[config.mk]
export PLATFORM = sky130hd
export DESIGN_NAME = fbr_repeater
export DESIGN_NICKNAME = d
export VERILOG_FILES = /design/src/fbr_pkg.sv /design/src/fbr_repeater.sv
export SDC_FILE = /design/constraint.sdc
export NUM_CORES = 1
export LEC_CHECK = 0
export BUFFER_PORTS_ARGS = -buffer_cell sky130_fd_sc_hd__buf_2
export CORE_UTILIZATION = 55
export CTS_BUF_LIST = sky130_fd_sc_hd__clkbuf_8 sky130_fd_sc_hd__clkbuf_16
export DETAILED_ROUTE_END_ITERATION = 8
export PLACE_DENSITY = 0.74
export REMOVE_ABC_BUFFERS = 1
export SYNTH_ARGS = -nofsm -noshare
export SYNTH_HDL_FRONTEND = slang
export SYNTH_SLANG_ARGS = --single-unit
[constraint.sdc]
create_clock -name i_ref_clk -period 10.5 [get_ports i_ref_clk]
set_clock_uncertainty 0.15 [all_clocks]
set_input_delay 2.1 -clock i_ref_clk [delete_from_list [all_inputs] [get_ports i_ref_clk]]
set_output_delay 2.1 -clock i_ref_clk [all_outputs]
set_load 0.005 [all_outputs]
[src/fbr_pkg.sv]
// Contract
// - repeat frames between electrical and optical channels both ways, content unchanged.
// - variants enable two to four channels, one or two of each kind.
// - optical channels default to the monitored mode.
// - monitored mode sends, checks and suppresses echoes, monitors and segments.
// - a failed or disturbed monitored link stops carrying traffic.
// - a segmented link lights its red indicator and asserts the fault contact.
// - a segmented link sends test frames and rejoins when both ends agree.
// - all fault conditions are ORed onto one group fault output.
// - an unconnected monitored channel reports a broken fiber.
// - frames go to all other channels; optical frames echo back on their channel.
// - unmonitored mode disables echo, monitoring and segmentation.
// - activity is shown only for forwarded frames, stretched to 300 ms.
package fbr_pkg;
   // ==========================================================
   // channel layout
   localparam int CH_NUM = 4;
   localparam int N_ELEC = 2;
   localparam int N_OPT = 2;
   localparam int OPT_BASE = 2;
   // ==========================================================
   // timing
   localparam int CLK_MHZ = 200;
   localparam int FRAME_IDLE_NS = 1000;
   localparam int IDLE_CYC = (FRAME_IDLE_NS * CLK_MHZ + 999) / 1000;
   localparam int ECHO_TIMEOUT_NS = 20000;
   localparam int ECHO_CYC = (ECHO_TIMEOUT_NS * CLK_MHZ) / 1000;
   localparam int LED_STRETCH_MS = 300;
   localparam int LED_STRETCH_CYC = LED_STRETCH_MS * CLK_MHZ * 1000;
   localparam int TEST_PERIOD_US = 1000;
   localparam int TEST_PERIOD_CYC = TEST_PERIOD_US * CLK_MHZ;
   localparam int TEST_LEN_NS = 2000;
   localparam int TEST_LEN_CYC = (TEST_LEN_NS * CLK_MHZ + 999) / 1000;
   // ==========================================================
   // counter widths
   localparam int IDLE_W = 8;
   localparam int ECHO_W = 12;
   localparam int TLEN_W = 9;
   // ==========================================================
   // link supervision state
   typedef enum logic {LINK_UP, LINK_SEG} link_state_e;
   localparam link_state_e LINK_RESET = LINK_SEG;
endpackage

[src/fbr_repeater.sv]
`timescale 1ns/1ps
`default_nettype none
module fbr_repeater #(
   parameter int LED_CYC = fbr_pkg::LED_STRETCH_CYC,
   parameter int TEST_CYC = fbr_pkg::TEST_PERIOD_CYC
) (
   input wire logic i_ref_clk,
   input wire logic i_reset,
   input wire logic [fbr_pkg::N_ELEC-1:0] i_elec_en,
   input wire logic [fbr_pkg::N_OPT-1:0] i_opt_en,
   input wire logic [fbr_pkg::N_OPT-1:0] i_opt_unmon,
   input wire logic [fbr_pkg::N_ELEC-1:0] i_elec_rx,
   input wire logic [fbr_pkg::N_OPT-1:0] i_opt_rx,
   output logic [fbr_pkg::N_ELEC-1:0] o_elec_tx,
   output logic [fbr_pkg::N_OPT-1:0] o_opt_tx,
   output logic [fbr_pkg::CH_NUM-1:0] o_led_act,
   output logic [fbr_pkg::N_OPT-1:0] o_led_red,
   output logic o_fault
);
   import fbr_pkg::*;

   // ==========================================================
   // channel view
   logic [CH_NUM-1:0] rx;
   logic [CH_NUM-1:0] en;
   logic [CH_NUM-1:0] rx_act;
   logic [CH_NUM-1:0] elig;
   logic [CH_NUM-1:0] dest_ok;
   logic [N_OPT-1:0] mon;
   logic [IDLE_W-1:0] idle_cnt_reg [CH_NUM];
   link_state_e link_reg [N_OPT];
   logic [N_OPT-1:0] echo_wait_reg;
   logic [N_OPT-1:0] echo_seen_reg;
   logic [ECHO_W-1:0] echo_cnt_reg [N_OPT];
   logic [31:0] test_tmr_reg [N_OPT];
   logic [TLEN_W-1:0] test_len_reg [N_OPT];
   logic [N_OPT-1:0] test_wait_reg;
   logic [N_OPT-1:0] got_echo_reg;
   logic [N_OPT-1:0] peer_seen_reg;
   logic [31:0] led_cnt_reg [CH_NUM];
   logic busy_reg;
   logic [1:0] src_reg;
   logic start_ok;
   logic [1:0] start_src;
   logic fwd_start;
   logic fwd_data;
   logic fwd_on;
   logic [1:0] fwd_src;

   assign rx = {i_opt_rx, i_elec_rx};
   assign en = {i_opt_en, i_elec_en};
   assign mon = i_opt_en & ~i_opt_unmon; // monitored unless switched off
   assign fwd_start = !busy_reg && start_ok;
   // first sample of a frame passes on the edge that takes the source
   assign fwd_on = busy_reg || fwd_start;
   assign fwd_src = busy_reg ? src_reg : start_src;
   assign fwd_data = rx[fwd_src];

   // line activity: active until idle for a whole gap
   always_ff @(posedge i_ref_clk or posedge i_reset) begin
      if (i_reset) begin
         for (int c = 0; c < CH_NUM; c++) begin
            idle_cnt_reg[c] <= IDLE_W'(IDLE_CYC);
         end
      end else begin
         for (int c = 0; c < CH_NUM; c++) begin
            if (!rx[c]) begin
               idle_cnt_reg[c] <= '0;
            end else if (idle_cnt_reg[c] != IDLE_W'(IDLE_CYC)) begin
               idle_cnt_reg[c] <= idle_cnt_reg[c] + 1'b1;
            end
         end
      end
   end

   // source eligibility and destinations
   always_comb begin
      for (int c = 0; c < CH_NUM; c++) begin
         if (c < OPT_BASE) begin
            elig[c] = en[c];
            dest_ok[c] = en[c];
            rx_act[c] = idle_cnt_reg[c] != IDLE_W'(IDLE_CYC);
         end else begin
            elig[c] = en[c] && link_reg[c-OPT_BASE] == LINK_UP && !echo_wait_reg[c-OPT_BASE];
            dest_ok[c] = en[c] && link_reg[c-OPT_BASE] == LINK_UP;
            rx_act[c] = idle_cnt_reg[c] != IDLE_W'(IDLE_CYC);
         end
      end
   end

   // lowest active eligible channel takes the repeater
   always_comb begin
      start_ok = 1'b0;
      start_src = 2'h0;
      for (int c = CH_NUM - 1; c >= 0; c--) begin
         if (!rx[c] && elig[c]) begin
            start_ok = 1'b1;
            start_src = 2'(c);
         end
      end
   end

   // frame ownership
   always_ff @(posedge i_ref_clk or posedge i_reset) begin
      if (i_reset) begin
         busy_reg <= 1'b0;
         src_reg <= 2'h0;
      end else if (fwd_start) begin
         busy_reg <= 1'b1;
         src_reg <= start_src;
      end else if (busy_reg && !rx_act[src_reg]) begin
         busy_reg <= 1'b0;
      end
   end

   // transmitters: forward, echo back, or test frames
   always_ff @(posedge i_ref_clk or posedge i_reset) begin
      if (i_reset) begin
         o_elec_tx <= '1;
         o_opt_tx <= '1;
      end else begin
         for (int c = 0; c < N_ELEC; c++) begin
            o_elec_tx[c] <= (fwd_on && fwd_src != 2'(c) && dest_ok[c]) ? fwd_data : 1'b1;
         end
         for (int k = 0; k < N_OPT; k++) begin
            if (mon[k] && link_reg[k] == LINK_SEG) begin
               o_opt_tx[k] <= (test_len_reg[k] != '0) ? 1'b0 : (test_wait_reg[k] ? 1'b1 : rx[k+OPT_BASE]);
            end else if (fwd_on && fwd_src != 2'(k + OPT_BASE) && dest_ok[k+OPT_BASE]) begin
               o_opt_tx[k] <= fwd_data;
            end else if (fwd_on && fwd_src == 2'(k + OPT_BASE) && mon[k]) begin
               o_opt_tx[k] <= fwd_data;
            end else begin
               o_opt_tx[k] <= 1'b1;
            end
         end
      end
   end

   // echo supervision while the link is up, test frames and rejoin while segmented
   always_ff @(posedge i_ref_clk or posedge i_reset) begin
      if (i_reset) begin
         for (int k = 0; k < N_OPT; k++) begin
            link_reg[k] <= LINK_RESET;
            echo_cnt_reg[k] <= '0;
            test_tmr_reg[k] <= '0;
            test_len_reg[k] <= '0;
         end
         echo_wait_reg <= '0;
         echo_seen_reg <= '0;
         test_wait_reg <= '0;
         got_echo_reg <= '0;
         peer_seen_reg <= '0;
      end else begin
         for (int k = 0; k < N_OPT; k++) begin
            if (!mon[k]) begin
               link_reg[k] <= LINK_UP;
               echo_wait_reg[k] <= 1'b0;
               echo_seen_reg[k] <= 1'b0;
               echo_cnt_reg[k] <= '0;
               test_len_reg[k] <= '0;
               test_wait_reg[k] <= 1'b0;
            end else begin
               case (link_reg[k])
                  LINK_UP: begin
                     if (fwd_start && start_src != 2'(k + OPT_BASE)) begin
                        echo_wait_reg[k] <= 1'b1;
                        echo_seen_reg[k] <= 1'b0;
                        echo_cnt_reg[k] <= '0;
                     end else if (echo_wait_reg[k]) begin
                        if (!rx[k+OPT_BASE]) begin
                           echo_seen_reg[k] <= 1'b1;
                        end
                        if (echo_seen_reg[k] && !rx_act[k+OPT_BASE]) begin
                           echo_wait_reg[k] <= 1'b0;
                        end else if (!echo_seen_reg[k] && rx[k+OPT_BASE] && !busy_reg) begin
                           if (echo_cnt_reg[k] == ECHO_W'(ECHO_CYC - 1)) begin
                              link_reg[k] <= LINK_SEG;
                              echo_wait_reg[k] <= 1'b0;
                              test_tmr_reg[k] <= '0;
                              test_wait_reg[k] <= 1'b0;
                              got_echo_reg[k] <= 1'b0;
                              peer_seen_reg[k] <= 1'b0;
                           end else begin
                              echo_cnt_reg[k] <= echo_cnt_reg[k] + 1'b1;
                           end
                        end
                     end
                  end
                  LINK_SEG: begin
                     if (test_tmr_reg[k] == 32'(TEST_CYC - 1)) begin
                        test_tmr_reg[k] <= '0;
                        test_len_reg[k] <= TLEN_W'(TEST_LEN_CYC);
                        test_wait_reg[k] <= 1'b0;
                     end else begin
                        test_tmr_reg[k] <= test_tmr_reg[k] + 1'b1;
                        if (test_len_reg[k] == TLEN_W'(1)) begin
                           test_wait_reg[k] <= 1'b1;
                        end
                        if (test_len_reg[k] != '0) begin
                           test_len_reg[k] <= test_len_reg[k] - 1'b1;
                        end
                     end
                     if (!rx[k+OPT_BASE] && test_wait_reg[k]) begin
                        got_echo_reg[k] <= 1'b1;
                     end else if (!rx[k+OPT_BASE] && test_len_reg[k] == '0) begin
                        peer_seen_reg[k] <= 1'b1;
                     end
                     if (got_echo_reg[k] && peer_seen_reg[k] && !rx_act[k+OPT_BASE]) begin
                        link_reg[k] <= LINK_UP;
                        echo_wait_reg[k] <= 1'b0;
                        test_wait_reg[k] <= 1'b0;
                        test_len_reg[k] <= '0;
                     end
                  end
                  default: begin
                     link_reg[k] <= LINK_SEG;
                  end
               endcase
            end
         end
      end
   end

   // activity indicators, forwarded frames only
   always_ff @(posedge i_ref_clk or posedge i_reset) begin
      if (i_reset) begin
         for (int c = 0; c < CH_NUM; c++) begin
            led_cnt_reg[c] <= '0;
         end
         o_led_act <= '0;
      end else begin
         for (int c = 0; c < CH_NUM; c++) begin
            if (fwd_start && start_src == 2'(c)) begin
               led_cnt_reg[c] <= 32'(LED_CYC);
               o_led_act[c] <= 1'b1;
            end else begin
               if (led_cnt_reg[c] != '0) begin
                  led_cnt_reg[c] <= led_cnt_reg[c] - 1'b1;
               end
               o_led_act[c] <= led_cnt_reg[c] > 32'h00000001;
            end
         end
      end
   end

   // fault indication and group contact
   always_ff @(posedge i_ref_clk or posedge i_reset) begin
      if (i_reset) begin
         o_led_red <= '0;
         o_fault <= 1'b0;
      end else begin
         for (int k = 0; k < N_OPT; k++) begin
            o_led_red[k] <= mon[k] && link_reg[k] == LINK_SEG;
         end
         o_fault <= |(mon & {link_reg[1] == LINK_SEG, link_reg[0] == LINK_SEG});
      end
   end

   // ==========================================================
   // checks
   a_fault_group: assert property (@(posedge i_ref_clk) disable iff (i_reset)
      o_fault |-> |o_led_red)
      else $error("group fault without a segmented link");
   a_red_fault: assert property (@(posedge i_ref_clk) disable iff (i_reset)
      |o_led_red |-> o_fault)
      else $error("red indicator without fault contact");
   a_echo_timeout: assert property (@(posedge i_ref_clk) disable iff (i_reset)
      (mon[0] && link_reg[0] == LINK_UP && echo_wait_reg[0] && !echo_seen_reg[0] && rx[2] && !busy_reg
      && !fwd_start && echo_cnt_reg[0] == ECHO_W'(ECHO_CYC - 1)) |=> link_reg[0] == LINK_SEG)
      else $error("missing echo did not segment link");
   a_echo_suppr: assert property (@(posedge i_ref_clk) disable iff (i_reset)
      (fwd_start && start_src >= 2'h2) |-> !echo_wait_reg[start_src[0]])
      else $error("echo taken as a forwarded frame");
   a_unmon_quiet: assert property (@(posedge i_ref_clk) disable iff (i_reset)
      (!mon[1] && !$past(mon[1])) |-> (!echo_wait_reg[1] && link_reg[1] == LINK_UP && !o_led_red[1]))
      else $error("unmonitored channel still supervised");
   a_seg_blocks: assert property (@(posedge i_ref_clk) disable iff (i_reset)
      (link_reg[0] == LINK_SEG && mon[0]) |-> !(fwd_start && start_src == 2'h2))
      else $error("segmented link still feeds traffic");
   a_rejoin: assert property (@(posedge i_ref_clk) disable iff (i_reset)
      (mon[0] && $stable(mon[0]) && link_reg[0] == LINK_SEG && got_echo_reg[0] && peer_seen_reg[0] && !rx_act[2])
      |=> link_reg[0] == LINK_UP)
      else $error("link did not rejoin after test handshake");
   a_led_stretch: assert property (@(posedge i_ref_clk) disable iff (i_reset)
      (fwd_start && start_src == 2'h0) |=> o_led_act[0] [*3])
      else $error("activity indication too short");
endmodule
`default_nettype wire

=== After elaboration in Yosys (flattened, before gate mapping) ===
Cells that the tools add are included.

* Register bits after elaboration: 292
* Input bits: 12
* Output and inout port bits: 11
* Word-level logic and storage cells: 372

* Add/subtract/negate cells: 14
* Order comparisons: 6
* Equality and inequality tests: 70
* Multiplexer cells: 157
* Bitwise operators: 5
* Reduce and logical (&&, ||, !) cells: 87

{| class="wikitable"
|+ Operators with widths
! operator !! number
|-
| $mux W32 || 20
|-
| $mux W12 || 14
|-
| $gt A32 B1 Y1 const B || 4
|-
| $pmux W32 S2 || 2
|-
| $reduce_bool A32 Y1 || 4
|-
| $sub A32 B1 Y32 const B || 4
|-
| $mux W9 || 10
|-
| $mux W1 || 86
|-
| $add A32 B1 Y32 const B || 2
|-
| $eq A32 B18 Y1 const B || 2
|-
| $mux W8 || 8
|-
| $logic_and A1 B1 Y1 || 44
|-
| $add A8 B1 Y8 const B || 4
|-
| $ne A8 B8 Y1 const B || 4
|-
| $ne A2 B1 Y1 const B || 15
|-
| $ne A3 B3 Y1 const B || 10
|-
| $ne A2 B2 Y1 const B || 14
|-
| $add A12 B1 Y12 const B || 2
|-
| $eq A12 B12 Y1 const B || 2
|-
| $ne A3 B2 Y1 const B || 8
|-
| $reduce_and A6 Y1 || 4
|-
| $pmux W1 S2 || 10
|-
| $eq A9 B1 Y1 const B || 2
|-
| $logic_not A9 Y1 || 2
|-
| other kinds (23) || 62
|}

=== Longest topological paths before layout ===
* Depth after elaboration: 15
* Depth in mapped cells: 9
* Gate-level depth less buffers: 7

=== Worst setup path after synthesis ===
Ideal clock, no wire load.

* Path type: input -> register
* Start: input port i_opt_en[0] (netlist name)
* End: register led_cnt_reg[34] (netlist name)
* Setup time: 0.136 ns
* Arrival: 3.998 ns
* Required time: 10.214 ns
* Setup slack: 6.216 ns
* Stages on the path: 6
* Buffers on the path: 3
* Path through: clkbuf_1 -> or4b_2 -> nor4_1 -> clkbuf_1 -> clkbuf_1 -> a21oi_1

* Cells in the longest elaborated chain, start to end: 9
* Elaborated cells on any way between the ends: 14
* Classes of those cells: eq/ne: 1; mux: 7; reduce/logical: 6

{| class="wikitable"
|+ Ends and longest elaborated chain
! item !! RTL line !! text
|-
| from (decl) || fbr_repeater.sv:10 || <nowiki>input wire logic [fbr_pkg::N_OPT-1:0] i_opt_en,</nowiki>
|-
| $logic_and A1 B1 Y1 * (2 in a row) || fbr_repeater.sv:84 || <nowiki>elig[c] = en[c] && link_reg[c-OPT_BASE] == LINK_UP && !echo_wait_reg[c-OPT_BASE];</nowiki>
|-
| $logic_and A1 B1 Y1 * || fbr_repeater.sv:96 || <nowiki>if (!rx[c] && elig[c]) begin</nowiki>
|-
| $mux W2 or $mux W1 (tied branches) (3 in a row) || fbr_repeater.sv:96 ||
|-
| $eq A2 B2 Y1 or $logic_and A1 B1 Y1 (tied branches) || fbr_repeater.sv:233, fbr_repeater.sv:53 ||
|-
| $logic_and A1 B1 Y1 * || fbr_repeater.sv:233 || <nowiki>if (fwd_start && start_src == 2'(c)) begin</nowiki>
|-
| $mux W32 or $reduce_bool A2 Y1 (tied branches) || n/a ||
|-
| to (signal, indexed assignment) || fbr_repeater.sv:234 || <nowiki>led_cnt_reg[c] <= 32'(LED_CYC);</nowiki>
|-
| to (signal, indexed assignment) || fbr_repeater.sv:238 || <nowiki>led_cnt_reg[c] <= led_cnt_reg[c] - 1'b1;</nowiki>
|-
| to (decl) || fbr_repeater.sv:40 || <nowiki>logic [31:0] led_cnt_reg [CH_NUM];</nowiki>
|}

Mark *: on every way between the ends. The rest lies on a longest branch, timed or not.
A chain may end at the register's enable or synchronous reset.

=== Worst setup path after layout ===
* Start: input port i_opt_en[0] (netlist name)
* End: register o_opt_tx[0] (netlist name)

* Cells in the longest elaborated chain, start to end: 13
* Elaborated cells on any way between the ends: 25
* Classes of those cells: eq/ne: 2; mux: 12; bitwise: 1; reduce/logical: 10

{| class="wikitable"
|+ Ends and longest elaborated chain
! item !! RTL line !! text
|-
| $logic_and A1 B1 Y1 || fbr_repeater.sv:84, fbr_repeater.sv:85 ||
|-
| $logic_and A1 B1 Y1 || fbr_repeater.sv:84 ||
|-
| $logic_and A1 B1 Y1 || fbr_repeater.sv:96 ||
|-
| $mux W2 or $mux W1 (tied branches) (3 in a row) || fbr_repeater.sv:96 ||
|-
| $mux W2 or $logic_and A1 B1 Y1 (tied branches) || fbr_repeater.sv:56, fbr_repeater.sv:53 ||
|-
| $eq A2 B2 Y1 or $logic_or A1 B1 Y1 (tied branches) || fbr_repeater.sv:130, fbr_repeater.sv:55 ||
|-
| $logic_and A1 B1 Y1 (2 in a row) || fbr_repeater.sv:130 || <nowiki>end else if (fwd_on && fwd_src == 2'(k + OPT_BASE) && mon[k]) begin</nowiki>
|-
| $mux W1 || fbr_repeater.sv:130 ||
|-
| $mux W1 || fbr_repeater.sv:128 || <nowiki>end else if (fwd_on && fwd_src != 2'(k + OPT_BASE) && dest_ok[k+OPT_BASE]) begin</nowiki>
|-
| $mux W1 * || fbr_repeater.sv:126 || <nowiki>if (mon[k] && link_reg[k] == LINK_SEG) begin</nowiki>
|-
| to (signal, indexed assignment) || fbr_repeater.sv:127 || <nowiki>o_opt_tx[k] <= (test_len_reg[k] != '0) ? 1'b0 : (test_wait_reg[k] ? 1'b1 : rx[k+OPT_BASE]);</nowiki>
|-
| to (signal, indexed assignment) || fbr_repeater.sv:129 || <nowiki>o_opt_tx[k] <= fwd_data;</nowiki>
|-
| to (signal, indexed assignment) || fbr_repeater.sv:131 || <nowiki>o_opt_tx[k] <= fwd_data;</nowiki>
|-
| to (decl) || fbr_repeater.sv:15 || <nowiki>output logic [fbr_pkg::N_OPT-1:0] o_opt_tx,</nowiki>
|}

Mark *: on every way between the ends. The rest lies on a longest branch, timed or not. The select of a mux whose other input is x is not followed.

==> results.yml <==
finish:
  largest_reg_flops: 128
  fillers: 2536
  layout.nets: 1864
  syn_to_final_growth_pct: 9.67
  drive_gt1_frac: 0.0865
drt:
  routed_wl_um: 38600
  avgViaCountPerCell: 6.45
  first_pass_iters: 6
  drc: 0
  routed-via-count: 14400
  antenna_left: 0
  drt-initial-drc-count: 1163
  post_drt_wl_per_cell_um: 17.2
global_route:
  busiest_layer: "met2"
  grt_pass1_wl_um: 66200
  grt_max_degree: 151
  globalRouteOverflowTotal: 0
  grt_pass1_vias: 13800
  grt_use_total: 0.253
  grt_use_met2: 0.407
  gr-usage-met3: 0.0325
  grt_antenna_before_repair: 1
  use_met1: 0.357
timing:
  slew_headroom: 0.170
  hold_viol_final: 0
  tightest_slew_ns: 1.24
  rsz0062_at_grt: "false"
  worst_slack_ns: 6.08
  fin_crit_sh: 0.421
  slew_viol_final: 0
  min_period_ns: 4.42
  setup_viol: 0
  fmax_mhz: 226
  fin_tns_setup_ns: 0
critical_path:
  critical_path_required_ns: 10.76
  critPathLaunchType: "input port"
  worstSetupPathType: "in -> reg"
  crit_path_end_kind: "flip-flop"
  critical_path.max_fanout: 19
  arrival_ns: 4.68
clocking:
  cts_setup_buffers: 0
  cts_tree: "done"
  clk_latency_ns: 0.51
  ctsHoldBuffers: 0
  ctsLongestPathBuffers: 3
  cts_buffers: 35
  h-tree-depth: 2
  cts_root_buffer: "clkbuf_16"
  clock_sinks: 292
  cts_resized: 0
  clkTransAtPathRegs_ns: 0.06
power_and_ir_drop:
  p_leak_nw: 6.72
  ir_drop_v: 0.000115
  powerDensity_nw_per_um2: 152
floorplanning:
  die_area_sq_um: 30900
  rows: 63
  core_sq_um: 29600
  io_pins: 23
  die_h_um: 176
  start_util: 0.560
  die_w_um: 176
placed_design:
  io_buffer_count: 22
  dp_slack_ns: 5.59
  globalplace.congestion: 0.879
  place_hpwl_um: 25200
yosys:
  synth_top_area_frac: 0.413
  synth-async-reset-ratio: 1.00
  yosysSeqAreaShare: 0.442
  synth-simple-area-share: 0.298
  yosysTopAreaCell: "dfrtp_1"
  synth_edf_count: 0
  syn-cell-area_sq_um: 16600
  syn_avg_cell_area_sq_um: 9.07
  synth_compound_area_frac: 0.169
  synthTopCellsByArea: "dfrtp_1 (41%), a21oi_1 (3.9%), or4_1 (3.7%)"
  ys_seq_elements: 292
  synth_xor_area_frac: 0.0290
  synthAdderAreaFrac: 0.0211
  yosys_warnings: 0
  synth_mux_area_frac: 0.0111
  ys_types: 83
  synth_top_family_by_area: "simple AND/OR/NAND/NOR gates"
  netlist_instances: 1830
  ys.flop_type: "dfrtp_1"
outcome:
  run_status: "complete, no violations"
run:
  maxCapViolCount: 0
hold_path:
  hold_path.class: "reg -> reg"
## final cells by class
cell class / count / area, sq um / area share
multi-input combinational: 1409 / 8780 / 0.483
sequential: 292 / 7330 / 0.403
clock buffer: 40 / 945 / 0.0519
tap: 390 / 488 / 0.0268
clock inverter: 22 / 231 / 0.0127
timing repair buffer: 34 / 213 / 0.0117
inverter: 52 / 203 / 0.0111
antenna: 1 / 2.50 / 0.000138
## worst max-delay path: stages
cell and delay, ns:
buf_2 0.19, nor4b_2 0.69, nand4_1 0.82, a21oi_1 0.36, a2111oi_0 0.17, a311oi_1 0.34
## path summary, 6_finish.rpt
check / from / endpoint / slack (ns) / depth (start not counted)
max: i_opt_en[0] / o_opt_tx[0] / 6.08 / 6
min: echo_cnt_reg[23] / echo_cnt_reg[23] / 0.34 / 1
max reg2reg: busy_reg / o_opt_tx[0] / 7.04 / 5
min reg2reg: echo_cnt_reg[23] / echo_cnt_reg[23] / 0.34 / 1
max in group asynchronous: i_reset / test_tmr_reg[43] / 7.13 / 3
min in group asynchronous: i_reset / led_cnt_reg[36] / 1.68 / 2
## cells by family after synthesis
group,count (synthesis)
compound gates,437
xor+xnor,55
fa+ha+maj,28
buf+inv,129
flops,292
mux,17
simple gates,872
## cell usage in the layout (no fill, tap or decap), drive strengths merged, types with 23 or more instances in the layout
master / Yosys / routed
dfrtp: 274 / 274
nor2: 137 / 137
nand2: 135 / 135
a21oi: 128 / 128
nand3: 97 / 97
o21ai: 88 / 88
or4: 84 / 84
or3: 78 / 78
o31ai: 67 / 67
nor3: 61 / 61
inv: 49 / 58
nor4: 58 / 58
nand4: 45 / 45
clkbuf: 69 / 40
xnor2: 37 / 37
buf: 8 / 34
a31oi: 32 / 32
ha: 28 / 28
and3: 27 / 27
nand2b: 23 / 23
and2: 23 / 23
## through the flow
stage                     area [sq um]  std cells  total power, mW  hold WS [ns]  utilization
final                            18200       2240             2.77         0.345        0.614
after global routing             18200       2239             2.90         0.353        0.614
after CTS                        18200       2239             2.79         0.341        0.614
after detailed placement         17000       2177             1.55         0.326        0.574
after global placement           17000       2177             1.54         0.324        0.574
after floorplan                  16300       1753             1.47         0.292            -
## synth_stat cells, types with 10 or more instances
cell type and count:
o21ai_0 88, o211ai_1 14, a211oi_1 15, and3_1 27, o31ai_1 67, or3_1 78, nor3_1 61, a31oi_1 32
nor2b_1 10, xnor2_1 37, dfrtp_1 274, ha_1 28, nor2_1 137, and2_1 22, or4_1 81, nand3b_1 15
mux2i_1 15, inv_1 49, nand4_1 44, nor4_1 52, a21oi_1 128, dfstp_2 18, nand3_1 97, nand2b_1 23
clkbuf_1 69, o41ai_1 13, nand2_1 135, nand4b_1 10, or2_2 19, and4_1 13, xor2_1 18
## routing by layer
metal | vias to the layer above | wire [um]
li1 | 6971 | -
met1 | 7080 | 18300
met5 | - | 0
met3 | 68 | 1610
met2 | 320 | 17900
met4 | 0 | 790
## power breakdown
group | switching [mW] | leakage (nW) | total, mW | internal [mW]
clock network | 0.475 | 0.613 | 1.24 | 0.765
logic | 0.173 | 2.64 | 0.275 | 0.102
registers | 0.0701 | 3.46 | 1.26 | 1.19
Note: power is estimated with default switching activity, not from simulation.
